==> config.mk <==
export PLATFORM = sky130hd
export DESIGN_NAME = tmr_timer0
export DESIGN_NICKNAME = d
export VERILOG_FILES = /design/src/include/tmr_pkg.sv /design/src/include/tmr_presc_if.sv /design/src/core/tmr_timer0.sv /design/src/core/tmr_prescaler.sv
export VERILOG_INCLUDE_DIRS = /design/src /design/src/include
export SDC_FILE = /design/constraint.sdc
export NUM_CORES = 1
export LEC_CHECK = 0
export BUFFER_PORTS_ARGS = -buffer_cell sky130_fd_sc_hd__buf_2
export CORE_AREA = 2 2 87 89
export DETAILED_ROUTE_END_ITERATION = 10
export DIE_AREA = 0 0 89 91
export GPL_TIMING_DRIVEN = 0
export PLACE_DENSITY = 0.75
export SETUP_SLACK_MARGIN = 0.02
export SYNTH_ARGS = -nofsm -noshare
export SYNTH_HDL_FRONTEND = slang
export SYNTH_SLANG_ARGS = --single-unit
==> constraint.sdc <==
create_clock -name clk -period 3.4 [get_ports clk]
set_input_delay 0.17 -clock clk [delete_from_list [all_inputs] [get_ports clk]]
set_output_delay 0.17 -clock clk [all_outputs]
set_load 0.02 [all_outputs]
==> src/include/tmr_cfg.svh <==
// Constants for the 8-bit timer with shared prescaler.
// Assumes a 32-bit APB slave on clk at 50 MHz; offsets are byte addresses.
`ifndef TMR_CFG_SVH
`define TMR_CFG_SVH

`define TMR_OFS_COUNT    12'h000
`define TMR_OFS_COMPARE  12'h004
`define TMR_OFS_MASK     12'h008
`define TMR_OFS_FLAGS    12'h00C
`define TMR_OFS_GLOBAL   12'h010
`define TMR_OFS_CONTROL  12'h014

`define TMR_BIT_CMP      1
`define TMR_BIT_OVF      0
`define TMR_BIT_SYNC     7
`define TMR_BIT_PRST     0

`define TMR_RST_BYTE     8'h00
`define TMR_BOTTOM       8'h00
`define TMR_MAX          8'hFF
`define TMR_PRESC_W      10

`endif

==> src/include/tmr_pkg.sv <==
// Types for the 8-bit timer.
// Assumes tmr_cfg.svh supplies the numeric constants.
package tmr_pkg;
    typedef enum logic [2:0] {
        TMR_CS_STOP  = 3'b000,
        TMR_CS_DIV1  = 3'b001,
        TMR_CS_DIV8  = 3'b010,
        TMR_CS_DIV64 = 3'b011,
        TMR_CS_D256  = 3'b100,
        TMR_CS_D1024 = 3'b101,
        TMR_CS_EXTF  = 3'b110,
        TMR_CS_EXTR  = 3'b111
    } tmr_cs_e;

    typedef enum logic [1:0] {
        TMR_WG_NORMAL = 2'b00,
        TMR_WG_PCPWM  = 2'b01,
        TMR_WG_CTC    = 2'b10,
        TMR_WG_FPWM   = 2'b11
    } tmr_wg_e;
endpackage

==> src/include/tmr_presc_if.sv <==
// Carrier between the timer top and the shared prescaler.
// Assumes one clock; the top drives the reset, the prescaler the taps.
`timescale 1ns/1ns
interface tmr_presc_if;
    logic       prescRst;   // Hold prescaler at zero
    logic [3:0] tapPulse;   // One-cycle tap pulses /8 /64 /256 /1024

    modport ctl (output prescRst, input tapPulse);
    modport psc (input prescRst, output tapPulse);
endinterface

==> src/core/tmr_timer0.sv <==
// 8-bit timer/counter 0 with APB registers and external count pin.
// Assumes APB master on clk; count pin is asynchronous.
`timescale 1ns/1ns
`include "tmr_cfg.svh"
module tmr_timer0 (
    input  wire logic        clk,             // System clock 50 MHz
    input  wire logic        sys_rst,         // Async reset, active high
    input  wire logic        psel,            // APB select
    input  wire logic        penable,         // APB enable
    input  wire logic        pwrite,          // APB write
    input  wire logic [11:0] paddr,           // APB byte address
    input  wire logic [31:0] pwdata,          // APB write data
    output logic      [31:0] prdata,          // APB read data
    output logic             pready,          // APB ready
    output logic             pslverr,         // APB error
    input  wire logic        ext_count_pin_a, // External count pin
    input  wire logic        globalIrqEn,     // Status register I-bit
    input  wire logic        cmpAck,          // Compare vector taken
    input  wire logic        ovfAck,          // Overflow vector taken
    output logic             cmpIrq,          // Compare request
    output logic             ovfIrq,          // Overflow request
    output logic             cmp_a_wave_out   // Waveform output
);
    tmr_presc_if presc ();

    logic [7:0]  counter_value_reg;
    logic [7:0]  counter_value_next;
    logic [7:0]  compare_value_a_reg;
    logic [1:0]  irqMask_reg;
    logic [1:0]  flags_reg;
    logic [1:0]  flags_next;
    logic        sync_hold_mode_reg;
    logic        shared_presc_reset_reg;
    logic        shared_presc_reset_next;
    logic [2:0]  clk_select_field_reg;
    logic [1:0]  waveMode_reg;
    logic [1:0]  cmpOutMode_reg;
    logic        countDown_reg;
    logic        blockCmp_reg;
    logic        blockCmp_next;
    logic        pinSync1_reg;
    logic        pinSync2_reg;
    logic        pinLast_reg;
    logic        wave_reg;
    logic        wave_next;
    logic [31:0] rdata_next;
    logic        ready_reg;
    logic        cmpIrq_reg;
    logic        ovfIrq_reg;

    tmr_prescaler u_presc (
        .clk     (clk),
        .sys_rst (sys_rst),
        .presc   (presc.psc)
    );

    // APB decode; every access answers after one wait state
    wire access     = psel && penable && !ready_reg;
    wire wrAccess   = access && pwrite;
    wire hitCount   = paddr == `TMR_OFS_COUNT;
    wire hitCompare = paddr == `TMR_OFS_COMPARE;
    wire hitMask    = paddr == `TMR_OFS_MASK;
    wire hitFlags   = paddr == `TMR_OFS_FLAGS;
    wire hitGlobal  = paddr == `TMR_OFS_GLOBAL;
    wire hitControl = paddr == `TMR_OFS_CONTROL;
    wire hitAny     = hitCount | hitCompare | hitMask | hitFlags
                    | hitGlobal | hitControl;
    wire wrCount    = wrAccess && hitCount;
    wire wrGlobal   = wrAccess && hitGlobal;

    // Edge detector on the synchronised pin
    wire riseEdge = pinSync2_reg && !pinLast_reg;
    wire fallEdge = !pinSync2_reg && pinLast_reg;

    // Clock select: direct, prescaler tap, external edge or none
    tmr_pkg::tmr_cs_e csSel;
    assign csSel = tmr_pkg::tmr_cs_e'(clk_select_field_reg);
    wire prescHalt = shared_presc_reset_reg;
    wire tapTick =
        (csSel == tmr_pkg::TMR_CS_DIV8)  ? presc.tapPulse[0] :
        (csSel == tmr_pkg::TMR_CS_DIV64) ? presc.tapPulse[1] :
        (csSel == tmr_pkg::TMR_CS_D256)  ? presc.tapPulse[2] :
        (csSel == tmr_pkg::TMR_CS_D1024) ? presc.tapPulse[3] :
        1'b0;
    wire extTick =
        (csSel == tmr_pkg::TMR_CS_EXTR) ? riseEdge :
        (csSel == tmr_pkg::TMR_CS_EXTF) ? fallEdge : 1'b0;
    wire timer_tick = !prescHalt &&
        ((csSel == tmr_pkg::TMR_CS_DIV1) || tapTick || extTick);

    // Counting sequence per waveform mode
    wire isPc  = waveMode_reg == tmr_pkg::TMR_WG_PCPWM;
    wire isCtc = waveMode_reg == tmr_pkg::TMR_WG_CTC;
    wire match = counter_value_reg == compare_value_a_reg;
    wire cmpHit = timer_tick && match && !blockCmp_reg;
    wire atMax = counter_value_reg == `TMR_MAX;
    wire pcTurnBottom = isPc && countDown_reg &&
        counter_value_reg == 8'h01;
    wire ovfHit = timer_tick &&
        (isPc ? pcTurnBottom : atMax);
    wire pcTurnTop = isPc && !countDown_reg && atMax;

    // Counter next value; a software write wins over a tick
    always_comb begin
        counter_value_next = counter_value_reg;
        if (wrCount) begin
            counter_value_next = pwdata[7:0];
        end else if (timer_tick) begin
            if (isCtc && match) begin
                counter_value_next = `TMR_BOTTOM;
            end else if (isPc && countDown_reg) begin
                counter_value_next = counter_value_reg - 8'h01;
            end else if (pcTurnTop) begin
                counter_value_next = counter_value_reg - 8'h01;
            end else begin
                counter_value_next = counter_value_reg + 8'h01;
            end
        end
    end

    // Match blocking armed by counter write, spent on the next tick
    assign blockCmp_next = wrCount ? 1'b1 :
                           timer_tick ? 1'b0 : blockCmp_reg;

    // Flags: hardware set wins over vector ack and write-one clear
    wire [1:0] flagClr = ({2{wrAccess && hitFlags}} & pwdata[1:0])
                       | {cmpAck, ovfAck};
    assign flags_next[`TMR_BIT_CMP] = cmpHit |
        (flags_reg[`TMR_BIT_CMP] & !flagClr[`TMR_BIT_CMP]);
    assign flags_next[`TMR_BIT_OVF] = ovfHit |
        (flags_reg[`TMR_BIT_OVF] & !flagClr[`TMR_BIT_OVF]);

    // Prescaler reset: held in sync mode, self-clearing otherwise
    wire syncNext = wrGlobal ? pwdata[`TMR_BIT_SYNC] : sync_hold_mode_reg;
    assign shared_presc_reset_next =
        wrGlobal ? (pwdata[`TMR_BIT_PRST] && pwdata[`TMR_BIT_SYNC]) :
        (shared_presc_reset_reg && sync_hold_mode_reg);
    assign presc.prescRst = (wrGlobal && pwdata[`TMR_BIT_PRST])
                          || shared_presc_reset_reg;

    // Waveform output on compare match, and at max in fast PWM
    always_comb begin
        wave_next = wave_reg;
        if (cmpHit) begin
            unique case (cmpOutMode_reg)
                2'b00: wave_next = wave_reg;
                2'b01: wave_next = isPc || waveMode_reg ==
                           tmr_pkg::TMR_WG_FPWM ? wave_reg : !wave_reg;
                2'b10: wave_next = isPc && countDown_reg;
                2'b11: wave_next = !(isPc && countDown_reg);
            endcase
        end else if (timer_tick && atMax &&
                     waveMode_reg == tmr_pkg::TMR_WG_FPWM &&
                     cmpOutMode_reg[1]) begin
            wave_next = !cmpOutMode_reg[0];
        end
    end

    // Read mux
    always_comb begin
        rdata_next = 32'h0000_0000;
        if (hitCount) begin
            rdata_next[7:0] = counter_value_reg;
        end else if (hitCompare) begin
            rdata_next[7:0] = compare_value_a_reg;
        end else if (hitMask) begin
            rdata_next[1:0] = irqMask_reg;
        end else if (hitFlags) begin
            rdata_next[1:0] = flags_reg;
        end else if (hitGlobal) begin
            rdata_next[`TMR_BIT_SYNC] = sync_hold_mode_reg;
            rdata_next[`TMR_BIT_PRST] = shared_presc_reset_reg;
        end else if (hitControl) begin
            rdata_next[2:0] = clk_select_field_reg;
            rdata_next[4:3] = waveMode_reg;
            rdata_next[6:5] = cmpOutMode_reg;
        end
    end

    // Pin synchroniser and edge history
    always_ff @(posedge clk or posedge sys_rst) begin
        if (sys_rst) begin
            pinSync1_reg <= 1'b0;
            pinSync2_reg <= 1'b0;
            pinLast_reg  <= 1'b0;
        end else begin
            pinSync1_reg <= ext_count_pin_a;
            pinSync2_reg <= pinSync1_reg;
            pinLast_reg  <= pinSync2_reg;
        end
    end

    // Counter, flags and direction
    always_ff @(posedge clk or posedge sys_rst) begin
        if (sys_rst) begin
            counter_value_reg <= `TMR_RST_BYTE;
            flags_reg         <= 2'b00;
            blockCmp_reg      <= 1'b0;
            countDown_reg     <= 1'b0;
            wave_reg          <= 1'b0;
        end else begin
            counter_value_reg <= counter_value_next;
            flags_reg         <= flags_next;
            blockCmp_reg      <= blockCmp_next;
            wave_reg          <= wave_next;
            if (!isPc || (timer_tick && pcTurnBottom)) begin
                countDown_reg <= 1'b0;
            end else if (timer_tick && pcTurnTop) begin
                countDown_reg <= 1'b1;
            end
        end
    end

    // Software registers
    always_ff @(posedge clk or posedge sys_rst) begin
        if (sys_rst) begin
            compare_value_a_reg    <= `TMR_RST_BYTE;
            irqMask_reg            <= 2'b00;
            sync_hold_mode_reg     <= 1'b0;
            shared_presc_reset_reg <= 1'b0;
            clk_select_field_reg   <= 3'b000;
            waveMode_reg           <= 2'b00;
            cmpOutMode_reg         <= 2'b00;
        end else begin
            sync_hold_mode_reg     <= syncNext;
            shared_presc_reset_reg <= shared_presc_reset_next;
            if (wrAccess && hitCompare) begin
                compare_value_a_reg <= pwdata[7:0];
            end
            if (wrAccess && hitMask) begin
                irqMask_reg <= pwdata[1:0];
            end
            if (wrAccess && hitControl) begin
                clk_select_field_reg <= pwdata[2:0];
                waveMode_reg         <= pwdata[4:3];
                cmpOutMode_reg       <= pwdata[6:5];
            end
        end
    end

    // Bus answer and interrupt requests
    always_ff @(posedge clk or posedge sys_rst) begin
        if (sys_rst) begin
            ready_reg      <= 1'b0;
            prdata         <= 32'h0000_0000;
            pslverr        <= 1'b0;
            cmpIrq_reg     <= 1'b0;
            ovfIrq_reg     <= 1'b0;
            cmp_a_wave_out <= 1'b0;
        end else begin
            ready_reg      <= access;
            prdata         <= access ? rdata_next : 32'h0000_0000;
            pslverr        <= access && !hitAny;
            cmpIrq_reg     <= globalIrqEn && irqMask_reg[`TMR_BIT_CMP]
                              && flags_next[`TMR_BIT_CMP];
            ovfIrq_reg     <= globalIrqEn && irqMask_reg[`TMR_BIT_OVF]
                              && flags_next[`TMR_BIT_OVF];
            cmp_a_wave_out <= wave_next;
        end
    end

    assign pready = ready_reg;
    assign cmpIrq = cmpIrq_reg;
    assign ovfIrq = ovfIrq_reg;
endmodule

==> src/core/tmr_prescaler.sv <==
// Shared free-running prescaler with four taps.
// Assumes reset from the global control register of the top.
`timescale 1ns/1ns
`include "tmr_cfg.svh"
module tmr_prescaler (
    input  wire logic clk,     // System clock
    input  wire logic sys_rst, // Asynchronous reset, active high
    tmr_presc_if.psc  presc    // Reset in, taps out
);
    logic [`TMR_PRESC_W-1:0] count_reg;
    logic [`TMR_PRESC_W-1:0] count_next;
    logic [3:0]              tap_reg;
    logic [3:0]              tapNext;

    // Count wraps every 1024; taps fire when low bits become zero
    assign count_next = presc.prescRst ? '0 : count_reg + 1'b1;
    assign tapNext[0] = count_next[2:0] == 3'h0 && !presc.prescRst;
    assign tapNext[1] = count_next[5:0] == 6'h00 && !presc.prescRst;
    assign tapNext[2] = count_next[7:0] == 8'h00 && !presc.prescRst;
    assign tapNext[3] = count_next == 10'h000 && !presc.prescRst;
    assign presc.tapPulse = tap_reg;

    // Prescaler state
    always_ff @(posedge clk or posedge sys_rst) begin
        if (sys_rst) begin
            count_reg <= '0;
            tap_reg   <= '0;
        end else begin
            count_reg <= count_next;
            tap_reg   <= tapNext;
        end
    end
endmodule

# [Word level (Yosys, flattened, before mapping)]
# Cells that the tools add are included.
[classes] n_addsub=3 n_eq_ne=23 mux=33 n_bitwise=11 n_reduce_logical=66
[op_table] cell="$mux W8" n=8
[op_table] cell="$logic_and A1 B1 Y1" n=37
[op_table] cell="$eq A12 B4 Y1 const B" n=2
[op_table] cell="$eq A12 B5 Y1 const B" n=2
[op_table] cell="$mux W6" n=3
[op_table] cell="$mux W1" n=17
[op_table] cell="$logic_not A1 Y1" n=14
[op_table] cell="$eq A12 B3 Y1 const B" n=1
[op_table] cell="$eq A3 B3 Y1 const B" n=4
[op_table] cell="$logic_not A12 Y1" n=1
[op_table] cell="$add A10 B1 Y10 const B" n=1
[op_table] cell="$logic_not A10 Y1" n=1
[op_table] cell="$mux W10" n=1
[op_table] cell="$add A8 B1 Y8 const B" n=1
[op_table] cell="$eq A2 B2 Y1 const B" n=4
[op_table] cell="$eq A8 B1 Y1 const B" n=1
[op_table] cell="$eq A8 B8 Y1" n=1
[op_table] cell="$eq A8 B8 Y1 const B" n=1
[op_table] cell="$logic_not A8 Y1" n=1
[op_table] cell="$sub A8 B1 Y8 const B" n=1
[op_table] cell="$mux W7" n=1
[op_table] cell="$or A1 B1 Y1" n=7
[op_table] cell="$eq A3 B2 Y1 const B" n=2
[op_table] cell="$logic_not A6 Y1" n=1
[op_table] cell="14 further kinds" n=23
[word_totals] reg_bits=61 out_inout_bits=37 word_cells=158

# [Longest topological paths before layout]
[logic_depth] depth_word=13 ltp_mapped=8 depth_no_buf=7

# [By module]
# Synthesis repeated with hierarchy kept, for this count alone.
[unflattened] hier_cells=347 hier_area_um2=3510.9
[by_module_without_submodules] mod="tmr_timer0" n_inst=1 cells_per_inst=292 area_per_inst_um2=2901.5 seq_area_each_um2=1176.1
[by_module_without_submodules] mod="tmr_prescaler" n_inst=1 cells_per_inst=55 area_per_inst_um2=609.3 seq_area_each_um2=350.3

# [Worst setup path after synthesis]
# Ideal clock, no wire load.
[synth_timing] path_kind="input to register" from="input paddr[11]" to="register compare_value_a_reg[0]" setup_time_ns=0.125 arrival_ns=1.969 required_time_ns=3.275 slack_ns=1.307 cell_stages=6 cell_sequence="or4_4 > or3_4 > nor2_1 > and4_1 > buf_4 > mux2_2"
[synth_via] elab_chain_len=2
[synth_rtl] item="start, declared" line="tmr_timer0.sv:11" rtl="input wire logic [11:0] paddr,"
[synth_rtl] item="$eq A12 B3 Y1 (no source line)"
[synth_rtl] item="$logic_and A1 B1 Y1" line="tmr_timer0.sv:227" rtl="if (wrAccess && hitCompare) begin"
[synth_rtl] item="end signal, assigned" line="tmr_timer0.sv:217" rtl="compare_value_a_reg <= `TMR_RST_BYTE;"
[synth_rtl] item="end signal, assigned" line="tmr_timer0.sv:228" rtl="compare_value_a_reg <= pwdata[7:0];"
[synth_rtl] item="end, declared" line="tmr_timer0.sv:28" rtl="logic [7:0] compare_value_a_reg;"
# No other way between the ends.
# A chain may end at the register's enable or synchronous reset.

# [Worst setup path after layout]
[layout_timing] from="register counter_value_reg[1]" to="register counter_value_reg[4]"
[layout_via] elab_chain_len=7
[layout_rtl] item="start, declared" line="tmr_timer0.sv:26" rtl="logic [7:0] counter_value_reg;"
[layout_rtl] item="start signal, assigned" line="tmr_timer0.sv:196" rtl="counter_value_reg <= `TMR_RST_BYTE;"
[layout_rtl] item="start signal, assigned" line="tmr_timer0.sv:202" rtl="counter_value_reg <= counter_value_next;"
[layout_rtl] item="parallel branches: the longest is 4 deep, another holds $add A8 B1 Y8"
[layout_rtl] item="$mux W8 (*)" line="tmr_timer0.sv:109" rtl="if (isCtc && match) begin"
[layout_rtl] item="$mux W8 (*)" line="tmr_timer0.sv:108" rtl="end else if (timer_tick) begin"
[layout_rtl] item="$mux W8 (*)" line="tmr_timer0.sv:106" rtl="if (wrCount) begin"
# Every way passes the cells marked *. The select of a mux whose other input is x is not followed.

==> impl_metrics.env <==
export IMPL_outcome="finished clean"
export IMPL_antenna_cells=0
export IMPL_hold_viol=0
export IMPL_grt_ovfl_total=0
export IMPL_slew_headroom_pct=44.03
export IMPL_numCtsBuffers=9
export IMPL_p_leak_nw=2.074
export IMPL_vias=2878
export IMPL_busiest_layer="met2"
export IMPL_dieArea_um2=8099
export IMPL_grt_pass1_vias=2763
export IMPL_via_per_inst=5.320
export IMPL_initial_utilization_pct=49.25
export IMPL_netlist_area_um2=3515
export IMPL_grt_max_degree=39
export IMPL_rsz0062_at_grt="no"
export IMPL_dr_pass1_iters=4
export IMPL_ys_seq_elements=61
export IMPL_ys_seq_area_share_pct=43.43
export IMPL_max_freq_ghz=0.4194
export IMPL_layout_min_cycle_time_ns=2.384
export IMPL_slew_viol_final=0
export IMPL_clk_path_buf_depth=2
export IMPL_clockRootBuffer="clkbuf_8"
export IMPL_largest_reg_flops=10
export IMPL_yosysUniqueCellTypes=58
export IMPL_avgSynthCellArea_um2=9.763
export IMPL_gr_usage_met2_pct=32.52
export IMPL_dp_hpwl_mm=5.561
export IMPL_end_kind="flop"
export IMPL_synth_common_cells="61 x dfrtp_1, 38 x nor2_1, 26 x buf_4"
export IMPL_cp_max_fo=7
export IMPL_synthFlopType="dfrtp_1"
export IMPL_power_per_cell_area_nw_per_um2=450.3
export IMPL_grt_total_usage_pct=20.90
export IMPL_final_cells=541
export IMPL_required_ns=3.62
export IMPL_h_tree_depth=3
export IMPL_cts_tree="yes"
export IMPL_ant_nets=0
export IMPL_yosysTopAreaCell="dfrtp_1"
export IMPL_placed_area_um2=3945
export IMPL_nNetsFinal=494
export IMPL_start_kind="flop"
export IMPL_yosys_warnings=0
export IMPL_clock_skew_ns=0.009966
export IMPL_worst_pin_slew_ns=0.8331
export IMPL_post_drt_wl_per_cell_um=14.18
export IMPL_hold_class="input port to flop"
export IMPL_die_height_um=91
export IMPL_synth_most_common_cell="dfrtp_1"
export IMPL_drv_cap=0
export IMPL_placedCellCount=523
export IMPL_critPathKind="flop to flop"
export IMPL_cp_arrival_ns=2.60
export IMPL_grt_first_pass_wirelength_mm=13.09
export IMPL_postCtsHoldBufs=2
export IMPL_clock_latency_ns=0.34
export IMPL_finalCritPeriodShare_pct=70.12
export IMPL_die_x_um=89
export IMPL_fin_area_um2=4235
export IMPL_setup_viol=0
export IMPL_place_gp_congestion=0.9665
export IMPL_drt_iter0_drc=267
export IMPL_synth_edff_count=0
export IMPL_grt_use_met1_pct=27.97
export IMPL_cts_setup_buffers=0
export IMPL_postCtsResizedCells=0
export IMPL_cts_sinks=61
export IMPL_synthCells=360
export IMPL_layout_drive_gt1_share_pct=26.47
export IMPL_peakVddDrop_v=0.0002773
export IMPL_yosysTopAreaCellShare_pct=43.43
export IMPL_area_delta_synth_final_pct=20.51
export IMPL_synth_area_top_cells="dfrtp_1 43%, mux2_2 6.1%, buf_4 5.6%, nor2_1 4.1%, xnor2_1 3.5%"
export IMPL_async_reset_ff_share_pct=100.0
export IMPL_cts_clk_slew_worst_paths_ns=0.07
export IMPL_total_power_w=0.001907
export IMPL_ios=90
export IMPL_finalSetupTns_ns=0
export IMPL_drc=0
export IMPL_core_area_um2=7137
export IMPL_use_met3_pct=4.636
export IMPL_wirelength_mm=7.669
export IMPL_antenna_found_initial=0
export IMPL_row_count=31
export IMPL_portBuffers=40
[metrics by stage]
| stage | hold WS (ns) | setup WS, ns | utilization [%] |
|---|---|---|---|
| floorplan | 0.2014 | 1.307 | - |
| global placement | 0.2812 | 0.9509 | 55.00 |
| detailed placement | 0.2417 | 0.9164 | 55.28 |
| CTS | 0.07248 | 1.085 | 59.34 |
| global route | 0.09304 | 0.8675 | 59.34 |
| finish | 0.08283 | 1.016 | 59.34 |
[cell type report]
type                       count  area [µm²]
buffer                        38       246.5
clock buffer                   9       123.9
clock inverter                 7       146.4
fill                         644        2902
inverter                      14       52.55
multi-input combinational    270        1775
sequential                    61        1526
tap                           99       123.9
timing repair buffer          43       240.2
[cells by family after synthesis]
logic type / share of synthesized area [%]
adders and majority gates: 1.424
AOI/OAI and AO/OA: 12.89
buffers and inverters: 8.508
and+or+nand+nor: 19.47
xor gates and xnor gates: 5.233
DFF: 43.43
other: 0.1067
muxes: 8.936
[routing by layer]
layer  routed length, µm  vias to the layer above
met5                   0                        -
met3                 575                       19
met1                3284                     1360
met2                3619                      111
met4                 189                        0
li1                    -                     1388
[path summary, 6_finish.rpt]
path,startpoint,end,slack (ns),cells after the start
max reg2reg,counter_value_reg[1],counter_value_reg[4],1.02,6
min,globalIrqEn,ovfIrq,0.08,2
max,counter_value_reg[1],counter_value_reg[4],1.02,6
min reg2reg,pinSync1_reg,pinSync2_reg,0.35,0
min in group asynchronous,sys_rst,cmpOutMode_reg[1],0.41,3
max in group asynchronous,sys_rst,counter_value_reg[2],2.43,4
[cell usage in the layout (no fill, tap or decap), types with 3 or more instances in the layout]
cell	n
nor3_1	9
a22oi_1	5
or3_1	4
clkbuf_8	9
nor2b_1	6
and4_1	3
inv_1	13
nor2_1	38
xnor2_1	14
clkbuf_1	6
a21oi_1	15
nand2b_1	4
and3_1	3
mux2i_1	10
nand2_1	18
buf_2	45
o21ai_0	12
nand4_1	6
mux2_2	19
nand3_1	15
a221o_1	4
conb_1	24
ha_1	4
a31oi_1	5
bufinv_16	4
xor2_1	7
a21o_1	7
dfrtp_1	61
buf_4	26
[power by group]
part           internal, W  total [W]  switching [W]
Sequential        0.000771   0.000811      0.0000406
Combinational    0.0000976   0.000221       0.000123
Clock             0.000566   0.000875       0.000309
[critical path: stages (launching register included)]
cell and delay [ns]:
dfrtp_1 0.49, ha_1 0.36, nand4_1 0.20, a21oi_1 0.51
a31oi_1 0.20, a21o_1 0.21, a221o_1 0.29
No activity file was read; power rests on OpenSTA's default activity.
